<file path="src/hdl/srr_pkg.sv">
// Shared constants for the ramp synthesizer control register bank
package srr_pkg;
  // Bus offsets, byte addresses
  localparam logic [7:0] OFF_SHIFT = 8'h00;
  localparam logic [7:0] OFF_LOAD = 8'h04;
  localparam logic [7:0] OFF_STATUS = 8'h08;
  localparam logic [7:0] OFF_CAPTURE = 8'h0c;
  localparam logic [7:0] OFF_FUNC = 8'h10;
  localparam logic [7:0] OFF_TEST = 8'h14;
  localparam logic [7:0] OFF_DELAY = 8'h18;
  // Control codes in word bits 2:0
  localparam logic [2:0] CODE_FUNC = 3'h3;
  localparam logic [2:0] CODE_TEST = 3'h4;
  localparam logic [2:0] CODE_DEV = 3'h5;
  localparam logic [2:0] CODE_STEP = 3'h6;
  localparam logic [2:0] CODE_DELAY = 3'h7;
  // Function word fields
  localparam int F_NSEL = 15;
  localparam int F_SKIP = 14;
  localparam int F_RMODE = 10;
  localparam int F_PSK = 9;
  localparam int F_FSK = 8;
  localparam int F_LDP = 7;
  localparam int F_POL = 6;
  localparam int F_PD = 5;
  localparam int F_CPTRI = 4;
  localparam int F_CRST = 3;
  // Test word fields
  localparam int T_SYNC = 31;
  localparam int T_SDM = 26;
  localparam int T_BLEED = 23;
  localparam int T_RDBK = 21;
  localparam int T_DIVM = 19;
  localparam int T_SECOND_CLOCK_DIVIDER = 7;
  localparam logic [4:0] SDM_OFF = 5'h0e;
  localparam logic [1:0] BLEED_ON = 2'h3;
  localparam logic [1:0] DIVM_RAMP = 2'h1;
  // Deviation, step and delay word fields
  localparam int D_TXCLK = 29;
  localparam int D_PAR = 28;
  localparam int D_IRQ = 26;
  localparam int D_FSKR = 25;
  localparam int D_RAMP2 = 24;
  localparam int D_SEL = 23;
  localparam int D_OFFS = 19;
  localparam int D_DEV = 3;
  localparam int S_SEL = 23;
  localparam int S_CNT = 3;
  localparam int Y_FL = 18;
  localparam int Y_RD = 17;
  localparam int Y_CLK = 16;
  localparam int Y_EN = 15;
  localparam int Y_CNT = 3;
  // Reset values
  localparam logic [31:0] WORD_RST = 32'h0000_0000;
  // Timing
  localparam int CLK_NS = 5;
  localparam int PFD_NS = 15;
  localparam int PFD_DIV = (PFD_NS + CLK_NS - 1) / CLK_NS;
  localparam logic [5:0] LD_SHORT = 6'h18;
  localparam logic [5:0] LD_LONG = 6'h28;
  localparam logic [2:0] PIPE_DLY = 3'h4;
endpackage

</file>
<file path="src/hdl/srr_tick_div.sv">
// Programmable divider of an enable pulse stream
`timescale 1ns/1ps
module srr_tick_div (
  input wire logic pclk,            // System clock
  input wire logic presetn,         // Async reset, active low
  input wire logic clear,           // Restart count
  input wire logic tick_in,         // Input enable pulse
  input wire logic [11:0] divisor,  // Ticks per output, 0 acts as 1
  output logic tick_out             // One-cycle output pulse
);
  logic [11:0] cnt;
  logic last;

  assign last = (cnt + 12'h001 >= divisor);

  // Count input ticks, pulse on the last one
  always_ff @(posedge pclk or negedge presetn) begin
    if (!presetn) begin
      cnt <= 12'h000;
      tick_out <= 1'b0;
    end else if (clear) begin
      cnt <= 12'h000;
      tick_out <= 1'b0;
    end else begin
      tick_out <= tick_in && last;
      if (tick_in) begin
        cnt <= last ? 12'h000 : cnt + 12'h001;
      end
    end
  end
endmodule

</file>
<file path="src/hdl/srr_ctrl.sv">
// Control register bank of the ramp synthesizer with APB access
//
// Our own choices: the register offsets and register access over APB.
`timescale 1ns/1ps
// Overview of operation
// - word bits 2:0 pick the target register
// - delay integer load to match fractional load
// - reset modulator per int/frac write unless skipped
// - ramp type, phase and frequency keying enables
// - lock after 24 or 40 in-lock cycles
// - function bit 6 sets detector polarity
// - power-down loads counters, tristates pump, clears lock
// - function bit 4 tristates the charge pump
// - function bit 3 holds counters in reset
// - optionally sync load strobe to reference
// - modulator off code forces integer-only mode
// - bleed current never with readback active
// - test bits 22:21 enable frequency readback
// - divider mode and second clock divider
// - deviation bit 29 picks ramp clock source
// - parabolic, keying ramp and second ramp enables
// - transmit-data rise captures ramp position
// - two deviation words with offset and step
// - two 20-bit step count words
// - delay fast lock, ramp delay, delayed start
// - delay clock select and delayed start count
// - first divider sets ramp time step
// - hop interval is first times second divider
module srr_ctrl (
  input wire logic pclk,                         // System clock, 200 MHz
  input wire logic presetn,                      // Async reset, active low
  input wire logic psel,                         // APB select
  input wire logic penable,                      // APB enable
  input wire logic pwrite,                       // APB direction
  input wire logic [7:0] paddr,                  // APB byte address
  input wire logic [31:0] pwdata,                // APB write data
  output logic [31:0] prdata,                    // APB read data
  output logic pready,                           // APB ready
  output logic pslverr,                          // APB error
  input wire logic ref_pin,                      // Reference pin, async
  input wire logic in_lock_pin,                  // Phase in-lock pin, async
  input wire logic tx_data_pin,                  // Transmit-data pin, async
  input wire logic intfrac_write,                // Int/frac word latched
  input wire logic [11:0] first_clock_divider,   // First divider value
  output logic int_load,                         // Integer value load pulse
  output logic modulator_reset,                  // Modulator reset pulse
  output logic [1:0] ramp_mode,                  // Ramp waveform type
  output logic phase_keying,                     // Phase keying active
  output logic frequency_keying,                 // Frequency keying active
  output logic detector_polarity,                // 1 positive tuning
  output logic counter_load_force,               // Counters held at load state
  output logic counter_reset,                    // Counters held in reset
  output logic cp_tristate,                      // Charge pump high impedance
  output logic lock_detect,                      // Digital lock detect
  output logic sdm_disable,                      // Integer-only division
  output logic bleed_enable,                     // Negative bleed current on
  output logic readback_enable,                  // Readback on mux_output_pin
  output logic [1:0] div_mode,                   // Clock divider mode
  output logic parabolic_ramp_enable,            // Parabolic ramp on
  output logic fsk_ramp_enable,                  // Keying ramp on
  output logic ramp2_enable,                     // Second ramp on
  output logic [1:0] irq_type,                   // Interrupt type
  output logic [3:0] deviation_offset,           // Active deviation offset
  output logic [15:0] deviation_step,            // Active signed deviation
  output logic [19:0] step_count,                // Active step count
  output logic delay_fast_lock,                  // Ramp delay fast lock on
  output logic ramp_delay,                       // Ramp delay on
  output logic ramp_step_tick,                   // Ramp hop pulse
  output logic ramp_active                       // Ramp running after delay
);
  import srr_pkg::*;

  typedef enum logic [0:0] {LD_IDLE, LD_WAIT} srr_load_e;

  logic [31:0] shift_word, func_word, test_word, delay_word;
  logic [31:0] dev_word [2];
  logic [31:0] step_word [2];
  logic [1:0] ref_s, lock_s, tx_s;
  logic ref_d, tx_d, ref_rise, tx_rise;
  srr_load_e load_st;
  logic latch, wr, rd, load_req, deviation_word_select, step_sel;
  logic [1:0] pfd_cnt;
  logic pfd_tick, first_clock_divider_tick, hop_tick, delay_tick, ramp_on;
  logic [5:0] lock_cnt;
  logic [2:0] pipe_cnt;
  logic [11:0] dly_cnt;
  logic [19:0] step_idx, capture;
  logic cap_valid;

  // Register decode shared by read and write paths
  function automatic logic mapped(input logic [7:0] a);
    mapped = (a == OFF_SHIFT) || (a == OFF_LOAD) || (a == OFF_STATUS) ||
             (a == OFF_CAPTURE) || (a == OFF_FUNC) || (a == OFF_TEST) ||
             (a == OFF_DELAY);
  endfunction

  assign wr = psel && penable && pwrite;
  assign rd = psel && penable && !pwrite;
  assign pready = 1'b1;
  assign pslverr = psel && penable && !mapped(paddr);
  assign load_req = wr && (paddr == OFF_LOAD);

  // Pin synchronisers, two flops each
  always_ff @(posedge pclk or negedge presetn) begin
    if (!presetn) begin
      ref_s <= 2'h0;
      lock_s <= 2'h0;
      tx_s <= 2'h0;
      ref_d <= 1'b0;
      tx_d <= 1'b0;
    end else begin
      ref_s <= {ref_s[0], ref_pin};
      lock_s <= {lock_s[0], in_lock_pin};
      tx_s <= {tx_s[0], tx_data_pin};
      ref_d <= ref_s[1];
      tx_d <= tx_s[1];
    end
  end
  assign ref_rise = ref_s[1] && !ref_d;
  assign tx_rise = tx_s[1] && !tx_d;

  // Pending word written by software
  always_ff @(posedge pclk or negedge presetn) begin
    if (!presetn) begin
      shift_word <= WORD_RST;
    end else if (wr && paddr == OFF_SHIFT) begin
      shift_word <= pwdata;
    end
  end

  // Load strobe, optionally waiting for a reference edge
  always_ff @(posedge pclk or negedge presetn) begin
    if (!presetn) begin
      load_st <= LD_IDLE;
    end else begin
      unique case (load_st)
        LD_IDLE: begin
          if (load_req && test_word[T_SYNC] && !ref_rise) begin
            load_st <= LD_WAIT;
          end
        end
        LD_WAIT: begin
          if (ref_rise) begin
            load_st <= LD_IDLE;
          end
        end
      endcase
    end
  end
  assign latch = (load_st == LD_IDLE) ? load_req && (!test_word[T_SYNC] || ref_rise)
               : ref_rise;

  // Route a latched word by its control code
  always_ff @(posedge pclk or negedge presetn) begin
    if (!presetn) begin
      func_word <= WORD_RST;
      test_word <= WORD_RST;
      delay_word <= WORD_RST;
      dev_word <= '{WORD_RST, WORD_RST};
      step_word <= '{WORD_RST, WORD_RST};
    end else if (latch) begin
      unique case (shift_word[2:0])
        CODE_FUNC: func_word <= shift_word;
        CODE_TEST: test_word <= shift_word;
        CODE_DEV: dev_word[shift_word[D_SEL]] <= shift_word;
        CODE_STEP: step_word[shift_word[S_SEL]] <= shift_word;
        CODE_DELAY: delay_word <= shift_word;
        default: ;
      endcase
    end
  end

  // Word selectors follow the last written select bit
  always_ff @(posedge pclk or negedge presetn) begin
    if (!presetn) begin
      deviation_word_select <= 1'b0;
      step_sel <= 1'b0;
    end else if (latch) begin
      if (shift_word[2:0] == CODE_DEV) deviation_word_select <= shift_word[D_SEL];
      if (shift_word[2:0] == CODE_STEP) step_sel <= shift_word[S_SEL];
    end
  end

  // Phase detector rate enable
  always_ff @(posedge pclk or negedge presetn) begin
    if (!presetn) begin
      pfd_cnt <= 2'h0;
    end else begin
      pfd_cnt <= (pfd_cnt == 2'(PFD_DIV - 1)) ? 2'h0 : pfd_cnt + 2'h1;
    end
  end
  assign pfd_tick = (pfd_cnt == 2'(PFD_DIV - 1));

  // Lock detect counts consecutive in-lock cycles
  always_ff @(posedge pclk or negedge presetn) begin
    if (!presetn) begin
      lock_cnt <= 6'h00;
      lock_detect <= 1'b0;
    end else if (func_word[F_PD] || !lock_s[1]) begin
      lock_cnt <= 6'h00;
      lock_detect <= 1'b0;
    end else if (pfd_tick) begin
      if (lock_cnt != LD_LONG) lock_cnt <= lock_cnt + 6'h01;
      lock_detect <= (lock_cnt + 6'h01 >= (func_word[F_LDP] ? LD_LONG : LD_SHORT));
    end
  end

  // Integer load on each int/frac write, modulator reset unless skipped
  always_ff @(posedge pclk or negedge presetn) begin
    if (!presetn) begin
      pipe_cnt <= 3'h0;
      int_load <= 1'b0;
      modulator_reset <= 1'b0;
    end else begin
      modulator_reset <= intfrac_write && !func_word[F_SKIP];
      int_load <= 1'b0;
      if (intfrac_write) begin
        if (func_word[F_NSEL]) pipe_cnt <= PIPE_DLY;
        else int_load <= 1'b1;
      end else if (pipe_cnt != 3'h0 && pfd_tick) begin
        pipe_cnt <= pipe_cnt - 3'h1;
        int_load <= (pipe_cnt == 3'h1);
      end
    end
  end

  // Configuration outputs decoded from stored words
  always_ff @(posedge pclk or negedge presetn) begin
    if (!presetn) begin
      ramp_mode <= 2'h0;
      phase_keying <= 1'b0;
      frequency_keying <= 1'b0;
      detector_polarity <= 1'b0;
      counter_load_force <= 1'b0;
      counter_reset <= 1'b0;
      cp_tristate <= 1'b0;
      sdm_disable <= 1'b0;
      bleed_enable <= 1'b0;
      readback_enable <= 1'b0;
      div_mode <= 2'h0;
    end else begin
      ramp_mode <= func_word[F_RMODE +: 2];
      phase_keying <= func_word[F_PSK] && !sdm_off_w();
      frequency_keying <= func_word[F_FSK] && !sdm_off_w();
      detector_polarity <= func_word[F_POL];
      counter_load_force <= func_word[F_PD];
      counter_reset <= func_word[F_CRST];
      cp_tristate <= func_word[F_CPTRI] || func_word[F_PD];
      sdm_disable <= sdm_off_w();
      bleed_enable <= (test_word[T_BLEED +: 2] == BLEED_ON) &&
                      (test_word[T_RDBK +: 2] == 2'h0);
      readback_enable <= (test_word[T_RDBK +: 2] != 2'h0);
      div_mode <= test_word[T_DIVM +: 2];
    end
  end

  function automatic logic sdm_off_w();
    sdm_off_w = (test_word[T_SDM +: 5] == SDM_OFF);
  endfunction

  // Ramp and delay fields of the selected words
  always_ff @(posedge pclk or negedge presetn) begin
    if (!presetn) begin
      parabolic_ramp_enable <= 1'b0;
      fsk_ramp_enable <= 1'b0;
      ramp2_enable <= 1'b0;
      irq_type <= 2'h0;
      deviation_offset <= 4'h0;
      deviation_step <= 16'h0000;
      step_count <= 20'h00000;
      delay_fast_lock <= 1'b0;
      ramp_delay <= 1'b0;
    end else begin
      parabolic_ramp_enable <= dev_word[deviation_word_select][D_PAR];
      fsk_ramp_enable <= dev_word[deviation_word_select][D_FSKR];
      ramp2_enable <= dev_word[deviation_word_select][D_RAMP2];
      irq_type <= dev_word[deviation_word_select][D_IRQ +: 2];
      deviation_offset <= dev_word[deviation_word_select][D_OFFS +: 4];
      deviation_step <= dev_word[deviation_word_select][D_DEV +: 16];
      step_count <= step_word[step_sel][S_CNT +: 20];
      delay_fast_lock <= delay_word[Y_FL];
      ramp_delay <= delay_word[Y_RD];
    end
  end

  // First divider sets the ramp time step
  srr_tick_div u_first_clock_divider (
    .pclk(pclk),
    .presetn(presetn),
    .clear(func_word[F_PD]),
    .tick_in(pfd_tick),
    .divisor(first_clock_divider),
    .tick_out(first_clock_divider_tick)
  );

  // Second divider chained for the hop interval
  srr_tick_div u_second_clock_divider (
    .pclk(pclk),
    .presetn(presetn),
    .clear(func_word[F_PD]),
    .tick_in(first_clock_divider_tick),
    .divisor(test_word[T_SECOND_CLOCK_DIVIDER +: 12]),
    .tick_out(hop_tick)
  );

  assign ramp_on = (test_word[T_DIVM +: 2] == DIVM_RAMP) && !sdm_off_w() &&
                   !func_word[F_PD] && !func_word[F_CRST];
  assign delay_tick = delay_word[Y_CLK] ? first_clock_divider_tick : pfd_tick;

  // Delayed start, counted on the selected delay clock
  always_ff @(posedge pclk or negedge presetn) begin
    if (!presetn) begin
      dly_cnt <= 12'h000;
      ramp_active <= 1'b0;
    end else if (!ramp_on) begin
      dly_cnt <= 12'h000;
      ramp_active <= 1'b0;
    end else if (!ramp_active) begin
      if (!delay_word[Y_EN] || dly_cnt >= delay_word[Y_CNT +: 12]) begin
        ramp_active <= 1'b1;
      end else if (delay_tick) begin
        dly_cnt <= dly_cnt + 12'h001;
      end
    end
  end

  // Ramp hop from divider chain or transmit-data clock
  always_ff @(posedge pclk or negedge presetn) begin
    if (!presetn) begin
      ramp_step_tick <= 1'b0;
    end else begin
      ramp_step_tick <= ramp_active &&
                        (dev_word[deviation_word_select][D_TXCLK] ? tx_rise : hop_tick);
    end
  end

  // Step position and capture on transmit-data rise
  always_ff @(posedge pclk or negedge presetn) begin
    if (!presetn) begin
      step_idx <= 20'h00000;
      capture <= 20'h00000;
      cap_valid <= 1'b0;
    end else begin
      if (!ramp_active) step_idx <= 20'h00000;
      else if (ramp_step_tick) begin
        step_idx <= (step_idx + 20'h00001 >= step_count) ? 20'h00000
                  : step_idx + 20'h00001;
      end
      if (tx_rise && irq_type != 2'h0) begin
        capture <= step_idx;
        cap_valid <= 1'b1;
      end else if (rd && paddr == OFF_CAPTURE) begin
        cap_valid <= 1'b0;
      end
    end
  end

  // Read multiplexer
  always_comb begin
    prdata = 32'h0000_0000;
    if (rd) begin
      unique case (paddr)
        OFF_SHIFT: prdata = shift_word;
        OFF_STATUS: prdata = {27'h0, cap_valid, ramp_active, sdm_disable,
                              lock_detect, load_st == LD_WAIT};
        OFF_CAPTURE: prdata = {12'h000, capture};
        OFF_FUNC: prdata = func_word;
        OFF_TEST: prdata = test_word;
        OFF_DELAY: prdata = delay_word;
        default: prdata = 32'h0000_0000;
      endcase
    end
  end
endmodule

</file>
<file path="config.mk">
export PLATFORM = sky130hd
export DESIGN_NAME = srr_ctrl
export DESIGN_NICKNAME = d
export VERILOG_FILES = /design/src/hdl/srr_pkg.sv /design/src/hdl/srr_tick_div.sv /design/src/hdl/srr_ctrl.sv
export SDC_FILE = /design/constraint.sdc
export NUM_CORES = 1
export LEC_CHECK = 0
export CORE_ASPECT_RATIO = 0.6
export CORE_MARGIN = 10
export CORE_UTILIZATION = 60
export DETAILED_ROUTE_END_ITERATION = 6
export DONT_BUFFER_PORTS = 1
export PLACE_DENSITY = 0.76
export SETUP_SLACK_MARGIN = 0.4
export SYNTH_ARGS = -nofsm -noshare
export SYNTH_HDL_FRONTEND = slang
export SYNTH_SLANG_ARGS = --single-unit
</file>
<file path="constraint.sdc">
create_clock -name pclk -period 4 [get_ports pclk]
set_input_delay 0.4 -clock pclk [delete_from_list [all_inputs] [get_ports pclk]]
set_output_delay 0.4 -clock pclk [all_outputs]
set_load 0.02 [all_outputs]
</file>
==> impl_summary.md <==
Outcome
The flow ran to the end, but the final reports show violations. The checks that failed: negative hold slack.

Layout
The number of antenna diodes in the final layout is 0. For this run, the post-layout net count is 1633. The post-layout instance count excluding filler cells is 1932.

The final standard cell area without fillers is 0.0201 mm^2. The signed area change from the synthesized netlist to the final layout is 12.5%. The fraction of final layout cells with drive strength greater than 1 is 0.253. The multi-input combinational cells in the finished layout cover a total of 0.00766 mm^2. The number of filler instances in the final layout is slightly above 2000. For this run, the share of the core covered by cells in the final layout is 0.692. The flip-flop and latch area is 0.00967 mm^2.

Worst setup path
In this run the worst path has a maximum fanout of 9. The setup path with the least slack is of type flop to flop. The most numerous cell type found on the critical path is sky130_fd_sc_hd__nand4_1. The required time reported for the critical path endpoint is about 4400 ps. STA classifies the critical path startpoint as a flop. The signal on the critical path passes through nand4_1 -> buf_4 -> nor4_4 -> nand4_1 -> xnor2_1 -> ha_1 -> and4_1 -> nand2_1 -> or4b_4 -> o211a_4 -> a21oi_1 -> o21ai_0. The highest-delay cell along the critical path is sky130_fd_sc_hd__or4b_4. Data on the critical path arrives at its endpoint at 3900 ps. STA classifies the critical path endpoint as a flop. For this run, the slowest stage of the critical path takes approximately 600 ps.

Route
The total met2 wirelength after detailed routing is 19600 um. The violation count after the first detailed-route iteration is 1356. The routed layout has ~12000 vias. Dividing the detail-routed via count by the number of cells gives 6.21. The first detailed-routing pass ran for 6 iterations.

The detailed router used layers up to and including met4. After detailed routing, the wire length on met1 is 21100 um. The wire length on met3 is 4520 um.

The average detailed-routed wire length per instance is 24.1 um. Once detail routing completed, the nets flagged for antenna violations numbered 0. The number of design rule violations left after detail routing is 0. Summed over all layers, the routed wires come to ~46000 um.

Yosys
Yosys mapped the design onto 63 distinct sky130hd cell types. The predominant post-synthesis flop cell is sky130_fd_sc_hd__dfrtp_1. Of the total synthesized cell area, the portion taken by AND, OR, NAND and NOR gates is 0.0884.

The area share of fa/ha/maj cells after synthesis is 0.0470. The synthesized netlist net count is 1579. During synthesis, Yosys emitted a total of 0 warnings. The share of the Yosys chip area taken by registers is 0.541. The register bit count reported by yosys is 386. A synthesized cell averages approximately 12 um^2. After synthesis, the largest family of logic cells by area is multiplexers. The fraction of synthesized cell area in xor and xnor cells is 0.0191. After synthesis, the share of cell area in mux cells is 0.178. The cell count after synthesis came out at around 1500. Yosys mapped a number of flops with a built-in enable equal to 0.

The fraction of registers with async set/reset is 1.00. The synthesized area is 0.0178 mm^2. The complex-gate fraction of the synthesized area is 0.0918.

Timing
The remaining max-slew budget at the tightest pin is 0.183. The worst hold margin is -443 ps. Setup repair after global routing left no endpoint under its margin. The slew of the pin with the lowest slew margin is 1230 ps. Of the available clock period, the critical path in the final layout requires 0.870. The minimum period implied by the final worst setup slack is around 3500 ps. The hold violation count in the final report is a little under 400. Derived from the worst setup path, the maximum achievable clock frequency is about 290 MHz. Setup violations remaining at the end of the flow were counted as 0.

The final number of max-transition violations is 0. The worst clock skew on the final layout is 18.4 ps. After layout, the worst setup slack is 520 ps. The accumulated negative setup slack is 0 ps.

Placement
The count of port buffers added during placement is 0. Prior to clock tree synthesis, the placed netlist has a worst setup slack of 93.7 ps. Detailed placement finished with a half-perimeter wire length of around 32000 um. The final weighted congestion in routability-driven placement is 0.872.

After detailed placement, the total cell area comes to between 0.015 and 0.02 mm^2. The total placed cells including tap cells is 1824.

Power and ir drop
The worst voltage drop across the vdd grid is approximately 0.35 mV. The total leakage power is just under 10 nW. The total power density per cell area is 388 mW/mm^2.

Total power for the finished layout comes to slightly below 8 mW.

Global route
The first global-routing pass estimated 72000 um of wire. The number of global-route vias before repair is 12073. The number of antenna violations at the first check in global routing is 2. Across every metal layer, demand over resource in global routing totals 0.244.

The remaining global-route overflow is 0. The pin count of the biggest net entering global routing is just under 400.

Min path
The worst min-delay path category is input pin to asynchronous set/reset pin.

Clocking
The clock tree root driver cell is sky130_fd_sc_hd__clkbuf_16. The clock tree buffer depth is 3. The number of H-tree levels is 2. Clock latency on the worst-skew pair, taken at its later pin, is 550 ps.

The clock net in this run drives a total of 386 sinks. After clock tree synthesis, the clock-pin slew on the worst setup and hold paths is 70 ps. The CTS tree is done. The total CTS buffers is 37.

Floorplan
Pin placement for this block handled 160 I/O pins. The floorplan step defined a die boundary enclosing 0.0373 mm^2. The starting utilization of the core area is 0.615. Measured along the x axis, the die boundary spans 243 um.

The initialized floorplan defines 48 standard-cell rows. The die boundary height is 154 um. The total area inside the core boundary comes to 0.0290 mm^2.

Flow run
The max-capacitance violation count is 0.
==> registers in the layout, indices dropped and copies added, names as in the netlist, 32 cells and up <==
name        flops
dev_word       52
step_word      40
delay_word     32
func_word      32
shift_word     32
test_word      32
==> what timing repair did <==
item                                   in CTS  in global routing
cloned                                      0                  1
endpoints found under the hold margin     415                390
setup buffers                               5                  3
hold buffers                               29                  4
setup endpoints to repair                  20                 20
pin swaps                                   2                  3
gates resized for setup                     5                 11
==> critical path: cells and delay by family (launching register included) <==
| family | cells | cell delay [ps] |
|---|---|---|
| buffers and inverters | 1 | 220 |
| AND/OR/NAND/NOR | 6 | 1660 |
| flip-flops | 1 | 430 |
| AO/OA/AOI/OAI | 3 | 560 |
| adder cells (fa/ha/maj) | 1 | 310 |
| XOR/XNOR | 1 | 180 |
==> power breakdown <==
| part | leakage, nW | switching, mW | internal (mW) |
|---|---|---|---|
| combinational | 3.86 | 0.0781 | 0.0857 |
| clock | 0.619 | 1.55 | 2.11 |
| sequential | 5.28 | 0.0427 | 3.94 |
| total | 9.76 | 1.67 | 6.13 |
==> cell usage after synthesis, drive strengths merged (11+ instances only) <==
library cell / count / area share
dfrtp: 386 / 0.54
clkbuf: 44 / 0.0093
nor2b: 19 / 0.0067
xnor2: 25 / 0.012
xor2: 14 / 0.0069
mux2: 265 / 0.17
buf: 26 / 0.0099
nor2: 43 / 0.0090
inv: 70 / 0.015
a21oi: 67 / 0.019
a22oi: 45 / 0.019
mux2i: 20 / 0.011
a32o: 22 / 0.012
nand2: 87 / 0.018
or4: 11 / 0.0048
nand3: 38 / 0.011
o21ai: 51 / 0.014
nand2b: 16 / 0.0056
ha: 67 / 0.047
a21o: 12 / 0.0050
==> logic make-up (layout without fill, tap and decap cells) <==
group | count (synthesis) | in the layout
flops | 386 | 386
simple gates | 288 | 288
mux | 285 | 285
compound gates | 245 | 246
buf+inv | 140 | 220
fa+ha+maj | 67 | 67
xor+xnor | 39 | 39
other cells | 1 | 1
==> worst paths after layout <==
kind / start / endpoint / slack [ps] / cells after the start
max: step_idx[5] / step_idx[18] / 520 / 12
min: presetn / step_word[3] / -440 / 0
max reg2reg: step_idx[5] / step_idx[18] / 520 / 12
min reg2reg: ref_s[0] / ref_s[1] / 360 / 0
max in group asynchronous: presetn / dev_word[47] / 3590 / 0
min in group pclk: pwdata[31] / shift_word[31] / 20 / 1
==> per-layer routing <==
layer | GRT usage | vias to the layer above
li1 | - | 5308
met1 | 0.356 | 6121
met2 | 0.343 | 498
met3 | 0.0699 | 67
met4 | 0.0744 | 0
met5 | 0 | -
==> cells in the final DEF (no fill, tap or decap), types with 10 or more instances in the layout <==
| cell | instances |
|---|---|
| sky130_fd_sc_hd__a21o_1 | 12 |
| sky130_fd_sc_hd__a21oi_1 | 66 |
| sky130_fd_sc_hd__a22oi_1 | 45 |
| sky130_fd_sc_hd__a32o_1 | 22 |
| sky130_fd_sc_hd__and3_1 | 10 |
| sky130_fd_sc_hd__buf_4 | 50 |
| sky130_fd_sc_hd__clkbuf_16 | 37 |
| sky130_fd_sc_hd__dfrtp_1 | 380 |
| sky130_fd_sc_hd__dlygate4sd3_1 | 33 |
| sky130_fd_sc_hd__ha_1 | 67 |
| sky130_fd_sc_hd__inv_1 | 70 |
| sky130_fd_sc_hd__mux2_1 | 27 |
| sky130_fd_sc_hd__mux2_2 | 238 |
| sky130_fd_sc_hd__mux2i_1 | 20 |
| sky130_fd_sc_hd__nand2_1 | 87 |
| sky130_fd_sc_hd__nand2b_1 | 16 |
| sky130_fd_sc_hd__nand3_1 | 35 |
| sky130_fd_sc_hd__nor2_1 | 43 |
| sky130_fd_sc_hd__nor2b_1 | 19 |
| sky130_fd_sc_hd__o21ai_0 | 50 |
| sky130_fd_sc_hd__or2_2 | 10 |
| sky130_fd_sc_hd__or4_1 | 10 |
| sky130_fd_sc_hd__xnor2_1 | 25 |
| sky130_fd_sc_hd__xor2_1 | 14 |
==> cell type report <==
cell class | count | share of cell area
timing repair buffer | 84 | 0.0361
sequential | 386 | 0.481
tap | 400 | 0.0249
clock inverter | 17 | 0.0112
inverter | 70 | 0.0131
clock buffer | 49 | 0.0518
multi-input combinational | 926 | 0.382
No activity file was read; power rests on OpenSTA's default activity.
